$ cat src/sas_pkg.sv
// sas_pkg: constants and types for the setpoint action sequencer
// assumes a single 20 MHz clock domain, registers on a plain strobed port with a 4-bit address map
package sas_pkg;
  localparam int unsigned WEIGHT_W     = 24;
  localparam int unsigned COUNT_W      = 16;
  localparam int unsigned INDEX_W      = 5;
  localparam int unsigned PCT_W        = 16;
  localparam int unsigned PCT_FRAC     = 7;
  localparam logic [23:0] BAND_MAX     = 24'h98967F;
  localparam logic [23:0] BAND_RST     = 24'h000000;
  localparam logic [15:0] LIMIT_RST    = 16'h0001;
  localparam logic [15:0] COUNT_ZERO   = 16'h0000;
  localparam logic [4:0]  INDEX_RST    = 5'h00;
  localparam logic [31:0] PCT_SCALE    = 32'h00000064;
  localparam int unsigned NUM_SETPT    = 32;
  localparam int unsigned REG_ADDR_W   = 4;
  localparam logic [3:0]  REG_BAND     = 4'h0;
  localparam logic [3:0]  REG_LIMIT    = 4'h1;
  localparam logic [3:0]  REG_REL      = 4'h2;
  localparam logic [3:0]  REG_OWNVAL   = 4'h3;
  localparam logic [3:0]  REG_OPTS     = 4'h4;
  localparam logic [3:0]  REG_LINK     = 4'h5;
  localparam logic [3:0]  REG_TARGET   = 4'h6;
  localparam logic [3:0]  REG_STATUS   = 4'h7;
  localparam logic [3:0]  REG_COUNT    = 4'h8;
  localparam logic [3:0]  REG_TOTAL    = 4'h9;
  localparam logic [3:0]  REG_TARE     = 4'hA;

  typedef enum logic [2:0] {
    SAS_REL_NONE,
    SAS_REL_ADD,
    SAS_REL_SUB,
    SAS_REL_PCT,
    SAS_REL_RES
  } sas_rel_e;

  typedef enum logic [1:0] {
    SAS_ACC_OFF,
    SAS_ACC_ON,
    SAS_ACC_QUIET
  } sas_acc_e;

  typedef enum logic [1:0] {
    SAS_PRN_OFF,
    SAS_PRN_ON,
    SAS_PRN_WAIT
  } sas_prn_e;

  // option register bit positions
  localparam int unsigned OPT_BATCH    = 0;
  localparam int unsigned OPT_ZERO_TOT = 1;
  localparam int unsigned OPT_DROP_TAR = 2;
  localparam int unsigned OPT_ACC_LO   = 3;
  localparam int unsigned OPT_PRN_LO   = 5;
  localparam int unsigned OPT_CAP_TAR  = 7;
  localparam int unsigned OPT_ALARM    = 8;
  localparam int unsigned OPT_HILO     = 9;
  localparam int unsigned OPT_REL_LO   = 10;
endpackage

$ cat src/sas_top.sv
// sas_top: tolerance check, relative target, completion action sequencing
// assumes weight, standstill and operator inputs come from pins or another clock
//
// The plain strobed port and the address map were chosen for this implementation.
`timescale 1ns/1ns

// How it works
// - check captured weight against tolerance band
// - skip preact learning when out of tolerance
// - count consecutive out-of-tolerance cycles against limit
// - pause and flag error until restart/reset
// - zero limit never pauses
// - reference index picks one of 32 setpoints
// - additive target is reference plus own
// - subtractive target is reference minus own
// - percent target uses reference target
// - result percent uses reference captured weight
// - batch bit selects batch or continuous
// - clear accumulator on satisfaction
// - clear tare on satisfaction
// - accumulate off, on with print, quiet
// - print off, immediate, after standstill
// - acquire tare ignoring regulatory mode
// - actions run in fixed order
// - alarm while active or untripped
// - start when starting setpoint begins
// - stop when ending setpoint begins
// - output active until met, continuous after met
module sas_top (
  // clock and reset
  input  wire logic                  ref_clk_i,
  input  wire logic                  rst_n_i,
  input  wire logic                  clk_en_i,
  // register port
  input  wire logic [3:0]            reg_addr_i,
  input  wire logic [31:0]           reg_wdata_i,
  input  wire logic                  reg_wr_i,
  input  wire logic                  reg_rd_i,
  output logic      [31:0]           reg_rdata_o,
  // scale side
  input  wire logic [23:0]           weight_i,
  input  wire logic                  standstill_i,
  input  wire logic                  regulatory_mode_i,
  // operator batch controls
  input  wire logic                  batch_restart_i,
  input  wire logic                  batch_reset_i,
  // sequence side
  input  wire logic                  satisfied_i,
  input  wire logic                  active_i,
  input  wire logic [31:0]           setpt_begin_i,
  input  wire logic [23:0]           ref_value_i,
  input  wire logic [23:0]           ref_target_i,
  input  wire logic [23:0]           ref_captured_i,
  output logic      [4:0]            ref_index_o,
  // results
  output logic      [23:0]           target_o,
  output logic                       batch_pause_o,
  output logic                       tol_error_o,
  output logic                       learn_enable_o,
  output logic                       alarm_o,
  output logic                       run_o,
  output logic                       dig_out_n_o,
  output logic                       zero_total_o,
  output logic                       drop_tare_o,
  output logic                       accumulate_o,
  output logic                       print_o,
  output logic                       capture_tare_o
);

  ////////////////////////////////////////////////////////////////////////////
  // input synchronisers
  logic [23:0] wt_s1_ff, wt_ff;
  logic [5:0]  pin_s1_ff, pin_ff;
  logic [31:0] beg_s1_ff, beg_ff, beg_prev_ff;
  logic        stand_ff, regmode_ff, restart_ff, breset_ff, sat_ff, act_ff;
  assign {stand_ff, regmode_ff, restart_ff, breset_ff, sat_ff, act_ff} = pin_ff;

  always_ff @(posedge ref_clk_i or negedge rst_n_i) begin
    if (!rst_n_i) begin
      wt_s1_ff    <= 24'h000000;
      wt_ff       <= 24'h000000;
      pin_s1_ff   <= 6'h00;
      pin_ff      <= 6'h00;
      beg_s1_ff   <= 32'h00000000;
      beg_ff      <= 32'h00000000;
      beg_prev_ff <= 32'h00000000;
    end else if (clk_en_i) begin
      wt_s1_ff    <= weight_i;
      wt_ff       <= wt_s1_ff;
      pin_s1_ff   <= {standstill_i, regulatory_mode_i, batch_restart_i,
                      batch_reset_i, satisfied_i, active_i};
      pin_ff      <= pin_s1_ff;
      beg_s1_ff   <= setpt_begin_i;
      beg_ff      <= beg_s1_ff;
      beg_prev_ff <= beg_ff;
    end
  end

  logic sat_prev_ff;
  logic sat_rise;
  logic [31:0] beg_rise;
  assign sat_rise = sat_ff & ~sat_prev_ff;
  assign beg_rise = beg_ff & ~beg_prev_ff;

  ////////////////////////////////////////////////////////////////////////////
  // configuration registers
  logic [23:0] band_ff;
  logic [15:0] limit_ff;
  logic [4:0]  rel_idx_ff;
  logic [23:0] own_val_ff;
  logic [12:0] opts_ff;
  logic [4:0]  start_idx_ff, end_idx_ff;

  always_ff @(posedge ref_clk_i or negedge rst_n_i) begin
    if (!rst_n_i) begin
      band_ff      <= sas_pkg::BAND_RST;
      limit_ff     <= sas_pkg::LIMIT_RST;
      rel_idx_ff   <= sas_pkg::INDEX_RST;
      own_val_ff   <= 24'h000000;
      opts_ff      <= 13'h0000;
      start_idx_ff <= sas_pkg::INDEX_RST;
      end_idx_ff   <= sas_pkg::INDEX_RST;
    end else if (clk_en_i && reg_wr_i) begin
      case (reg_addr_i)
        sas_pkg::REG_BAND: begin
          // band saturates at its documented ceiling
          band_ff <= (reg_wdata_i[23:0] > sas_pkg::BAND_MAX) ? sas_pkg::BAND_MAX
                                                              : reg_wdata_i[23:0];
        end
        sas_pkg::REG_LIMIT:  limit_ff   <= reg_wdata_i[15:0];
        sas_pkg::REG_REL:    rel_idx_ff <= reg_wdata_i[4:0];
        sas_pkg::REG_OWNVAL: own_val_ff <= reg_wdata_i[23:0];
        sas_pkg::REG_OPTS:   opts_ff    <= reg_wdata_i[12:0];
        sas_pkg::REG_LINK: begin
          start_idx_ff <= reg_wdata_i[4:0];
          end_idx_ff   <= reg_wdata_i[12:8];
        end
        default: ;
      endcase
    end
  end

  logic             is_batch, is_hilo;
  sas_pkg::sas_acc_e acc_mode;
  sas_pkg::sas_prn_e prn_mode;
  sas_pkg::sas_rel_e rel_mode;
  assign is_batch = opts_ff[sas_pkg::OPT_BATCH];
  assign is_hilo  = opts_ff[sas_pkg::OPT_HILO];
  assign acc_mode = sas_pkg::sas_acc_e'(opts_ff[sas_pkg::OPT_ACC_LO +: 2]);
  assign prn_mode = sas_pkg::sas_prn_e'(opts_ff[sas_pkg::OPT_PRN_LO +: 2]);
  assign rel_mode = sas_pkg::sas_rel_e'(opts_ff[sas_pkg::OPT_REL_LO +: 3]);

  ////////////////////////////////////////////////////////////////////////////
  // relative target
  logic [23:0] nxt_target;
  logic [47:0] pct_prod;
  logic [23:0] pct_base;
  always_comb begin
    pct_base = (rel_mode == sas_pkg::SAS_REL_RES) ? ref_captured_i
                                                  : ref_target_i;
    pct_prod = 48'(pct_base) * 48'(own_val_ff) / 48'(sas_pkg::PCT_SCALE);
    case (rel_mode)
      sas_pkg::SAS_REL_ADD: nxt_target = ref_value_i + own_val_ff;
      sas_pkg::SAS_REL_SUB: nxt_target = ref_value_i - own_val_ff;
      sas_pkg::SAS_REL_PCT,
      sas_pkg::SAS_REL_RES: nxt_target = pct_prod[23:0];
      default:              nxt_target = own_val_ff;
    endcase
  end

  always_ff @(posedge ref_clk_i or negedge rst_n_i) begin
    if (!rst_n_i) begin
      target_o    <= 24'h000000;
      ref_index_o <= sas_pkg::INDEX_RST;
    end else if (clk_en_i) begin
      target_o    <= nxt_target;
      ref_index_o <= rel_idx_ff - 5'h01;
    end
  end

  ////////////////////////////////////////////////////////////////////////////
  // tolerance check and fail counter
  logic [24:0] lo_lim, hi_lim;
  logic        out_tol;
  logic [15:0] fail_cnt_ff;
  assign lo_lim  = {1'b0, target_o} - {1'b0, band_ff};
  assign hi_lim  = {1'b0, target_o} + {1'b0, band_ff};
  assign out_tol = lo_lim[24] ? ({1'b0, wt_ff} > hi_lim)
                              : (({1'b0, wt_ff} < lo_lim) || ({1'b0, wt_ff} > hi_lim));

  always_ff @(posedge ref_clk_i or negedge rst_n_i) begin
    if (!rst_n_i) begin
      sat_prev_ff    <= 1'b0;
      fail_cnt_ff    <= sas_pkg::COUNT_ZERO;
      tol_error_o    <= 1'b0;
      batch_pause_o  <= 1'b0;
      learn_enable_o <= 1'b0;
    end else if (clk_en_i) begin
      sat_prev_ff <= sat_ff;
      if (breset_ff) begin
        fail_cnt_ff <= sas_pkg::COUNT_ZERO;
      end else if (sat_rise && is_batch && is_hilo) begin
        if (out_tol) begin
          fail_cnt_ff <= fail_cnt_ff + 16'h0001;
        end else begin
          fail_cnt_ff <= sas_pkg::COUNT_ZERO;
        end
      end
      if (sat_rise && is_batch && is_hilo) begin
        learn_enable_o <= !out_tol;
      end
      if (sat_rise && is_batch && is_hilo && out_tol && limit_ff != sas_pkg::COUNT_ZERO
          && (fail_cnt_ff + 16'h0001) >= limit_ff) begin
        tol_error_o   <= 1'b1;
        batch_pause_o <= 1'b1;
      end else if (restart_ff || breset_ff) begin
        tol_error_o   <= 1'b0;
        batch_pause_o <= 1'b0;
      end
    end
  end

  ////////////////////////////////////////////////////////////////////////////
  // completion action sequence
  typedef enum logic [2:0] {
    SAS_IDLE, SAS_ZTOT, SAS_DTAR, SAS_ACC, SAS_PRN, SAS_PRINT_AFTER_STANDSTILL, SAS_CTAR
  } sas_step_e;
  sas_step_e step_ff;
  logic      acc_print_ff;

  always_ff @(posedge ref_clk_i or negedge rst_n_i) begin
    if (!rst_n_i) begin
      step_ff        <= SAS_IDLE;
      acc_print_ff   <= 1'b0;
      zero_total_o   <= 1'b0;
      drop_tare_o    <= 1'b0;
      accumulate_o   <= 1'b0;
      print_o        <= 1'b0;
      capture_tare_o <= 1'b0;
    end else if (clk_en_i) begin
      zero_total_o   <= 1'b0;
      drop_tare_o    <= 1'b0;
      accumulate_o   <= 1'b0;
      print_o        <= 1'b0;
      capture_tare_o <= 1'b0;
      case (step_ff)
        SAS_IDLE: if (sat_rise) step_ff <= SAS_ZTOT;
        SAS_ZTOT: begin
          zero_total_o <= opts_ff[sas_pkg::OPT_ZERO_TOT];
          step_ff      <= SAS_DTAR;
        end
        SAS_DTAR: begin
          drop_tare_o <= opts_ff[sas_pkg::OPT_DROP_TAR];
          step_ff     <= SAS_ACC;
        end
        SAS_ACC: begin
          accumulate_o <= (acc_mode == sas_pkg::SAS_ACC_ON)
                          || (acc_mode == sas_pkg::SAS_ACC_QUIET);
          acc_print_ff <= (acc_mode == sas_pkg::SAS_ACC_ON);
          step_ff      <= SAS_PRN;
        end
        SAS_PRN: begin
          if (prn_mode == sas_pkg::SAS_PRN_WAIT && !stand_ff) begin
            step_ff <= SAS_PRINT_AFTER_STANDSTILL;
          end else begin
            print_o <= acc_print_ff || (prn_mode != sas_pkg::SAS_PRN_OFF);
            step_ff <= SAS_CTAR;
          end
        end
        SAS_PRINT_AFTER_STANDSTILL: begin
          if (stand_ff) begin
            print_o <= 1'b1;
            step_ff <= SAS_CTAR;
          end
        end
        SAS_CTAR: begin
          // regulatory mode deliberately not consulted
          capture_tare_o <= opts_ff[sas_pkg::OPT_CAP_TAR];
          step_ff        <= SAS_IDLE;
        end
        default: step_ff <= SAS_IDLE;
      endcase
      if (breset_ff) step_ff <= SAS_IDLE;
    end
  end

  ////////////////////////////////////////////////////////////////////////////
  // alarm, output, start/stop linkage
  logic start_hit, end_hit;
  assign start_hit = (start_idx_ff != sas_pkg::INDEX_RST) && beg_rise[start_idx_ff - 5'h01];
  assign end_hit   = (end_idx_ff   != sas_pkg::INDEX_RST) && beg_rise[end_idx_ff - 5'h01];

  always_ff @(posedge ref_clk_i or negedge rst_n_i) begin
    if (!rst_n_i) begin
      alarm_o     <= 1'b0;
      run_o       <= 1'b0;
      dig_out_n_o <= 1'b1;
    end else if (clk_en_i) begin
      alarm_o <= opts_ff[sas_pkg::OPT_ALARM]
                 && (is_batch ? act_ff : !sat_ff);
      if (breset_ff || end_hit) begin
        run_o <= 1'b0;
      end else if (start_hit) begin
        run_o <= 1'b1;
      end
      dig_out_n_o <= is_batch ? !(act_ff && !sat_ff) : !sat_ff;
    end
  end

  ////////////////////////////////////////////////////////////////////////////
  // register read
  always_ff @(posedge ref_clk_i or negedge rst_n_i) begin
    if (!rst_n_i) begin
      reg_rdata_o <= 32'h00000000;
    end else if (clk_en_i) begin
      reg_rdata_o <= 32'h00000000;
      if (reg_rd_i) begin
        case (reg_addr_i)
          sas_pkg::REG_BAND:   reg_rdata_o <= {8'h00, band_ff};
          sas_pkg::REG_LIMIT:  reg_rdata_o <= {16'h0000, limit_ff};
          sas_pkg::REG_REL:    reg_rdata_o <= {27'h0000000, rel_idx_ff};
          sas_pkg::REG_OWNVAL: reg_rdata_o <= {8'h00, own_val_ff};
          sas_pkg::REG_OPTS:   reg_rdata_o <= {19'h00000, opts_ff};
          sas_pkg::REG_LINK:   reg_rdata_o <= {19'h00000, end_idx_ff, 3'h0, start_idx_ff};
          sas_pkg::REG_TARGET: reg_rdata_o <= {8'h00, target_o};
          sas_pkg::REG_STATUS: reg_rdata_o <= {27'h0000000, run_o, alarm_o,
                                               learn_enable_o, batch_pause_o, tol_error_o};
          sas_pkg::REG_COUNT:  reg_rdata_o <= {16'h0000, fail_cnt_ff};
          default:             reg_rdata_o <= 32'h00000000;
        endcase
      end
    end
  end

  ////////////////////////////////////////////////////////////////////////////
  // checks
  a_zero_limit_safe: assert property (@(posedge ref_clk_i) disable iff (!rst_n_i)
    (limit_ff == sas_pkg::COUNT_ZERO && !tol_error_o) |=> !tol_error_o || $changed(limit_ff))
    else $error("pause with zero limit");
  a_action_order: assert property (@(posedge ref_clk_i) disable iff (!rst_n_i)
    (clk_en_i && step_ff == SAS_ZTOT) |=> step_ff == SAS_DTAR)
    else $error("action order broken");
  a_reset_clears_cnt: assert property (@(posedge ref_clk_i) disable iff (!rst_n_i)
    (clk_en_i && breset_ff) |=> fail_cnt_ff == sas_pkg::COUNT_ZERO)
    else $error("counter not cleared");
  a_band_ceiling: assert property (@(posedge ref_clk_i) disable iff (!rst_n_i)
    band_ff <= sas_pkg::BAND_MAX)
    else $error("band above ceiling");
  a_error_clears: assert property (@(posedge ref_clk_i) disable iff (!rst_n_i)
    (clk_en_i && tol_error_o && (restart_ff || breset_ff) && !sat_rise) |=> !tol_error_o)
    else $error("error not cleared");
  a_quiet_no_print: assert property (@(posedge ref_clk_i) disable iff (!rst_n_i)
    (clk_en_i && step_ff == SAS_ACC && acc_mode == sas_pkg::SAS_ACC_QUIET
     && prn_mode == sas_pkg::SAS_PRN_OFF) |=> ##1 !print_o)
    else $error("quiet mode printed");
  a_pause_tracks_err: assert property (@(posedge ref_clk_i) disable iff (!rst_n_i)
    batch_pause_o == tol_error_o)
    else $error("pause and error differ");
  a_tare_after_prn: assert property (@(posedge ref_clk_i) disable iff (!rst_n_i)
    capture_tare_o |-> $past(step_ff) == SAS_CTAR)
    else $error("tare out of order");
  c_pause: cover property (@(posedge ref_clk_i) disable iff (!rst_n_i) $rose(batch_pause_o));
  c_print: cover property (@(posedge ref_clk_i) disable iff (!rst_n_i) $rose(print_o));
  c_run:   cover property (@(posedge ref_clk_i) disable iff (!rst_n_i) $rose(run_o));

endmodule // sas_top

$ cat config.mk
export PLATFORM = sky130hd
export DESIGN_NAME = sas_top
export DESIGN_NICKNAME = d
export VERILOG_FILES = /design/src/sas_pkg.sv /design/src/sas_top.sv
export SDC_FILE = /design/constraint.sdc
export NUM_CORES = 2
export LEC_CHECK = 0
export BUFFER_PORTS_ARGS = -buffer_cell sky130_fd_sc_hd__clkbuf_2
export CORE_MARGIN = 2
export CORE_UTILIZATION = 25
export DETAILED_ROUTE_END_ITERATION = 12
export SYNTH_ARGS = -nofsm -noshare
export SYNTH_HDL_FRONTEND = slang
export SYNTH_SLANG_ARGS = --single-unit
export TNS_END_PERCENT = 10
$ cat constraint.sdc
create_clock -name ref_clk_i -period 41.4 [get_ports ref_clk_i]
set_clock_uncertainty 0.05 [all_clocks]
set_input_delay 0 -clock ref_clk_i [delete_from_list [all_inputs] [get_ports ref_clk_i]]
set_output_delay 0 -clock ref_clk_i [all_outputs]
set_load 0.1 [all_outputs]
-- After elaboration in Yosys (flattened, before gate mapping)
Index checks and enable logic that the tools add are counted.
W data, S select, Z words.
- output and inout bits: 72
- word-level logic and storage cells: 147
- input bits: 175
- register bits: 340
- equality and inequality tests: 23
- multiplexer cells: 31
- div/mod/pow operators: 1
- reduce and logical (&&, ||, !) cells: 42
- multiply operators: 1
- add/subtract/negate cells: 8
- bitwise operators: 4
- $lt $le $gt $ge: 6
- operators by type and width (operator ; number):
    $pmux W24 S9 ; 1
    $mux W24 ; 3
    $pmux W24 S3 ; 1
    $div A48 B7 Y48 const B ; 1
    $mul A24 B24 Y48 ; 1
    $mux W16 ; 3
    $and A32 B32 Y32 ; 1
    $not A32 Y32 ; 1
    $add A24 B24 Y25 ; 1
    $gt A24 B25 Y1 ; 1
    $lt A24 B25 Y1 ; 1
    $sub A24 B24 Y25 ; 1
    $add A24 B24 Y24 ; 1
    $gt A24 B24 Y1 const B ; 1
    $sub A24 B24 Y24 ; 1
    $reduce_and A2 Y1 ; 11
    $pmux W3 S6 ; 1
    $add A16 B1 Y16 const B ; 1
    $eq A4 B3 Y1 const B ; 4
    $ge A16 B16 Y1 ; 1
    $reduce_bool A16 Y1 ; 1
    $mux W1 ; 15
    $sub A5 B1 Y5 const B ; 3
    $eq A3 B2 Y1 const B ; 4
    24 further kinds ; 56

-- Longest topological paths before layout
- depth in word-level cells: 9
- mapped depth: 143
- gate-level depth less buffers: 121

-- Worst setup path after synthesis
No wires, ideal clock.
- path kind: register to register
- start: register opts_ff[10]
- end: register target_o[1]
- library setup time: 0.134 ns
- path slack: 9.281 ns
- data required time: 41.216 ns
- cell stages (with the launch flop): 130
- period minus slack after synthesis: 32.119 ns
- path buffers: 11
- data arrival time: 31.935 ns
- path through: dfrtp_1 > clkbuf_1 > nor3b_1 > clkbuf_1 > buf_1 > mux2_2 > clkbuf_1 > and2_1 > fa_1 > inv_1 > fa_1 > fa_1 > inv_1 > fa_1 > fa_1 > fa_1 > inv_1 > fa_1 > (+94 left out) > maj3_2 > a22oi_4 > nor2_1 > or3_1 > a31oi_1 > nor3_1 > a221oi_4 > a21oi_1 > maj3_1 > a211o_1 > and2_1 > mux2i_1 > o21ai_1 > maj3_1 > xnor2_1 > o31ai_1 > a221oi_1 > mux2i_1
- longest elaborated chain between the ends: 5
- elaborated cells between the ends (all ways): 9
- classes of those cells: mul: 1; div: 1; eq/ne: 4; mux: 2; reduce/logical: 1
- ends and longest elaborated chain (what ; line ; source):
    start, declared ; sas_top.sv:111 ; logic [12:0] opts_ff;
    start signal, assigned ; sas_top.sv:133 ; sas_pkg::REG_OPTS: opts_ff <= reg_wdata_i[12:0];
    $eq A3 B3 Y1 ; sas_top.sv:159, sas_top.sv:162 ;
    $mux W24 ; sas_top.sv:159 ; pct_base = (rel_mode == sas_pkg::SAS_REL_RES) ? ref_captured_i
    $mul A24 B24 Y48 ; sas_top.sv:161 ; pct_prod = 48'(pct_base) * 48'(own_val_ff) / 48'(sas_pkg::PCT_SCALE);
    $div A48 B7 Y48 ; sas_top.sv:161 ;
    $pmux W24 S3 (*) ; sas_top.sv:162 ; case (rel_mode)
    end signal, assigned ; sas_top.sv:176 ; target_o <= nxt_target;
    end, declared ; sas_top.sv:56 ; output logic [23:0] target_o,
Mark *: on every way between the ends. The rest lies on a longest branch, timed or not.
A chain may end at the register's enable or synchronous reset.

-- Final worst setup path
- start: register opts_ff[12]
- end: register target_o[1]
Same word-level chain as after synthesis.

==> impl_metrics.csv <==
group,metric,value,unit
cts,clockBufferDepth,3,
logic_synthesis,ys.warnings.count,0,
logic_synthesis,synth_area,0.04950,mm²
sta,finalSetupViolCount,0,
die,ios,247,
logic_synthesis,synth-seq-area-share,16.69,%
die,rows,163,
sta,relSlewSlack,0.4483,%
drt,postRouteAntennaNets,0,
sta,finalCritPeriodShare,93.95,%
drt,wire_per_inst,18.63,µm
layout,drive_gt1_share,13.75,%
cts,path_clk_slew,0.06,ns
logic_synthesis,syn_inst,5645,
layout,seq_area,0.008260,mm²
logic_synthesis,synth_edf_count,0,
min_path,hold_class,"in2async",
logic_synthesis,synth_seq_cells,330,
grt,overflow,0,
cts,root_buffer,"clkbuf_16",
die,core_area,0.1970,mm²
drt,remaining_drc_errors,0,
run_status,violations,"capacitance limit",
setup_path,cp_top_family,"compound AO/OA/AOI/OAI gates",
sta,min_period,38.89,ns
setup_path,critPathArrivalTime,39.25,ns
placement,gp_congestion,0.9108,
setup_path,slowest_delay,0.73,ns
die,fp.dieW,449.0,µm
layout,fillers,21090,
logic_synthesis,synth.largest_area_cell,"fa_1",
sta,tightest_slew,1.482,ns
logic_synthesis,ys_types,153,
logic_synthesis,synth_top_cell_area_share,19.61,%
drt,topRoutingLayerUsed,"met4",
layout,nets,6732,
run,maxCapViolations,1,
drt,vias_per_cell,5.018,
drt,first_iter_violations,3410,
layout,fin_cells,8443,
die,initial_core_util,25.13,%
setup_path,crit_slowest_cell,"nor2_1",
logic_synthesis,synth_most_common_cell,"inv_1",
die,die-area,0.2016,mm²
cts,numCtsBuffers,37,
logic_synthesis,synthTopCellsByCount,"inv_1 (673), nand2_1 (581), fa_1 (485)",
setup_path,path_max_fanout,38,
sta,rsz0062_at_grt,"false",
drt,postRouteWirelength,157300,µm
sta,fin_setup_tns,0,ns
sta,slew_violations,0,
sta,hold_viol,0,
grt,grt_pass1_wl,245600,µm
setup_path,cp-end-kind,"register",
placement,dp.cells,8269,
setup_path,crit_type,"reg2reg",
grt,antenna_found_initial,20,
drt,met1_length,66840,µm
setup_path,required,41.76,ns
sta,max_freq,25.71,MHz
grt,grt_pass1_vias,41950,
drt,wl_met2,75000,µm
grt,grt_use_total,15.19,%
logic_synthesis,syn_area_per_cell,8.769,µm²
layout,syn_to_final_growth,11.74,%
placement,dp_hpwl,123800,µm
layout,multi_input_area,0.03749,mm²
logic_synthesis,synth_ff_type,"dfrtp_1",
setup_path,worstSetupStartpointType,"register",
drt,wl_met3,7552,µm
cts,cts_tree,"built",
drt,first_pass_iters,6,
drt,vias,42370,
cts,clkLatencyLatePin,0.57,ns
setup_path,crit_buf_inv,5,
cts,htree_levels,2,
cts,cts.sinks,330,
placement,portBuffers,229,
logic_synthesis,synthTopCellsByArea,"fa_1 (20%), dfrtp_1 (17%), ha_1 (7.9%), mux2_2 (6.0%), inv_1 (5.1%)",
logic_synthesis,synthArstFlopShare,100.0,%
grt,grt_start_max_net_pins,124,
run_status,outcome,"finished, violations left",
die,die_y,449.0,µm
## layout by cell type, fill, tap and decap left out, types with 68 or more instances in the layout
cell	count
a21o_1	101
a21oi_1	266
and2_1	299
clkbuf_2	227
dfrtp_1	328
dlygate4sd3_1	88
fa_1	485
ha_1	314
inv_1	673
mux2_2	263
nand2_1	581
nand2b_1	68
nand3_1	77
nor2_1	291
o21ai_0	227
xnor2_1	145
xor2_1	82
## repair_timing
| item | 4_1_cts | 5_1_grt |
|---|---|---|
| setup buffers | 0 | 2 |
| gates resized for setup | 0 | 21 |
| hold buffers | 88 | 0 |
| hold endpoints to repair | 297 | 0 |
| endpoints found under the setup margin | 0 | 4 |
## through the flow
| step | instance area, µm² | utilization (%) | worst slack (ns) | hold slack, ns |
|---|---|---|---|---|
| after floorplan | 49530 | - | 9.281 | -0.3456 |
| after global placement | 53060 | 26.93 | 1.889 | 0.08824 |
| after detailed placement | 53060 | 26.93 | 1.219 | 0.09796 |
| after CTS | 55130 | 27.98 | 1.084 | 0.07418 |
| after global routing | 55310 | 28.08 | 0.06262 | 0.1140 |
| final | 55320 | 28.08 | 2.506 | 0.06035 |
## cell type report
cell class	count	share of cell area, %
well taps	2640	5.971
inverters	677	4.594
clock inverters	12	0.2239
multi-input cells	4337	67.78
diodes	16	0.07238
repair buffers	375	4.494
flip-flops and latches	330	14.93
clock buffers	56	1.929
## kinds of logic (layout without fill, tap and decap cells)
group                      count (synthesis)  after routing  synth area share (%)
adders and majority gates                817            817                 27.93
muxes                                    349            349                 8.068
and+or+nand+nor                         1664           1664                 16.64
xor gates and xnor gates                 240            240                 4.410
buffers and inverters                    985           1120                 7.964
other                                      1             24              0.007575
AOI/OAI and AO/OA                       1259           1259                 18.29
DFF                                      330            330                 16.69
## state kept, by name, summed over array words and instances (netlist names), 13 cells and up
signal and cells:
wt_s1_ff 24, opts_ff 13, beg_ff 32, target_o 24, own_val_ff 24, fail_cnt_ff 16, beg_prev_ff 32, reg_rdata_o 24
wt_ff 24, band_ff 24, beg_s1_ff 32, limit_ff 16
## routing by layer
metal  track usage [%]  up-vias
li1                  -    19550
met1             19.92    21220
met4             7.344        0
met2             25.31     1362
met3             1.066      241
met5                 0        -
## final timing paths
path	start	endpoint	slack (ns)	depth (start not counted)
worst max-delay path	opts_ff[12]$_DFFE_PN0P_	target_o[1]$_DFFE_PN0P_	2.51	118
worst min-delay path	rst_n_i	pin_ff[5]$_DFFE_PN0P_	0.06	2
worst max register to register	opts_ff[12]$_DFFE_PN0P_	target_o[1]$_DFFE_PN0P_	2.51	118
worst min register to register	dig_out_n_o$_DFFE_PN1P_	dig_out_n_o$_DFFE_PN1P_	0.43	2
max in group asynchronous	rst_n_i	beg_prev_ff[7]$_DFFE_PN0P_	38.11	5
min in group ref_clk_i	reg_wr_i	band_ff[9]$_DFFE_PN0P_	0.10	3
Power is left out: the tool's default activity adds up to more than one toggle a clock period on the data nets, which glitch-free logic cannot reach.
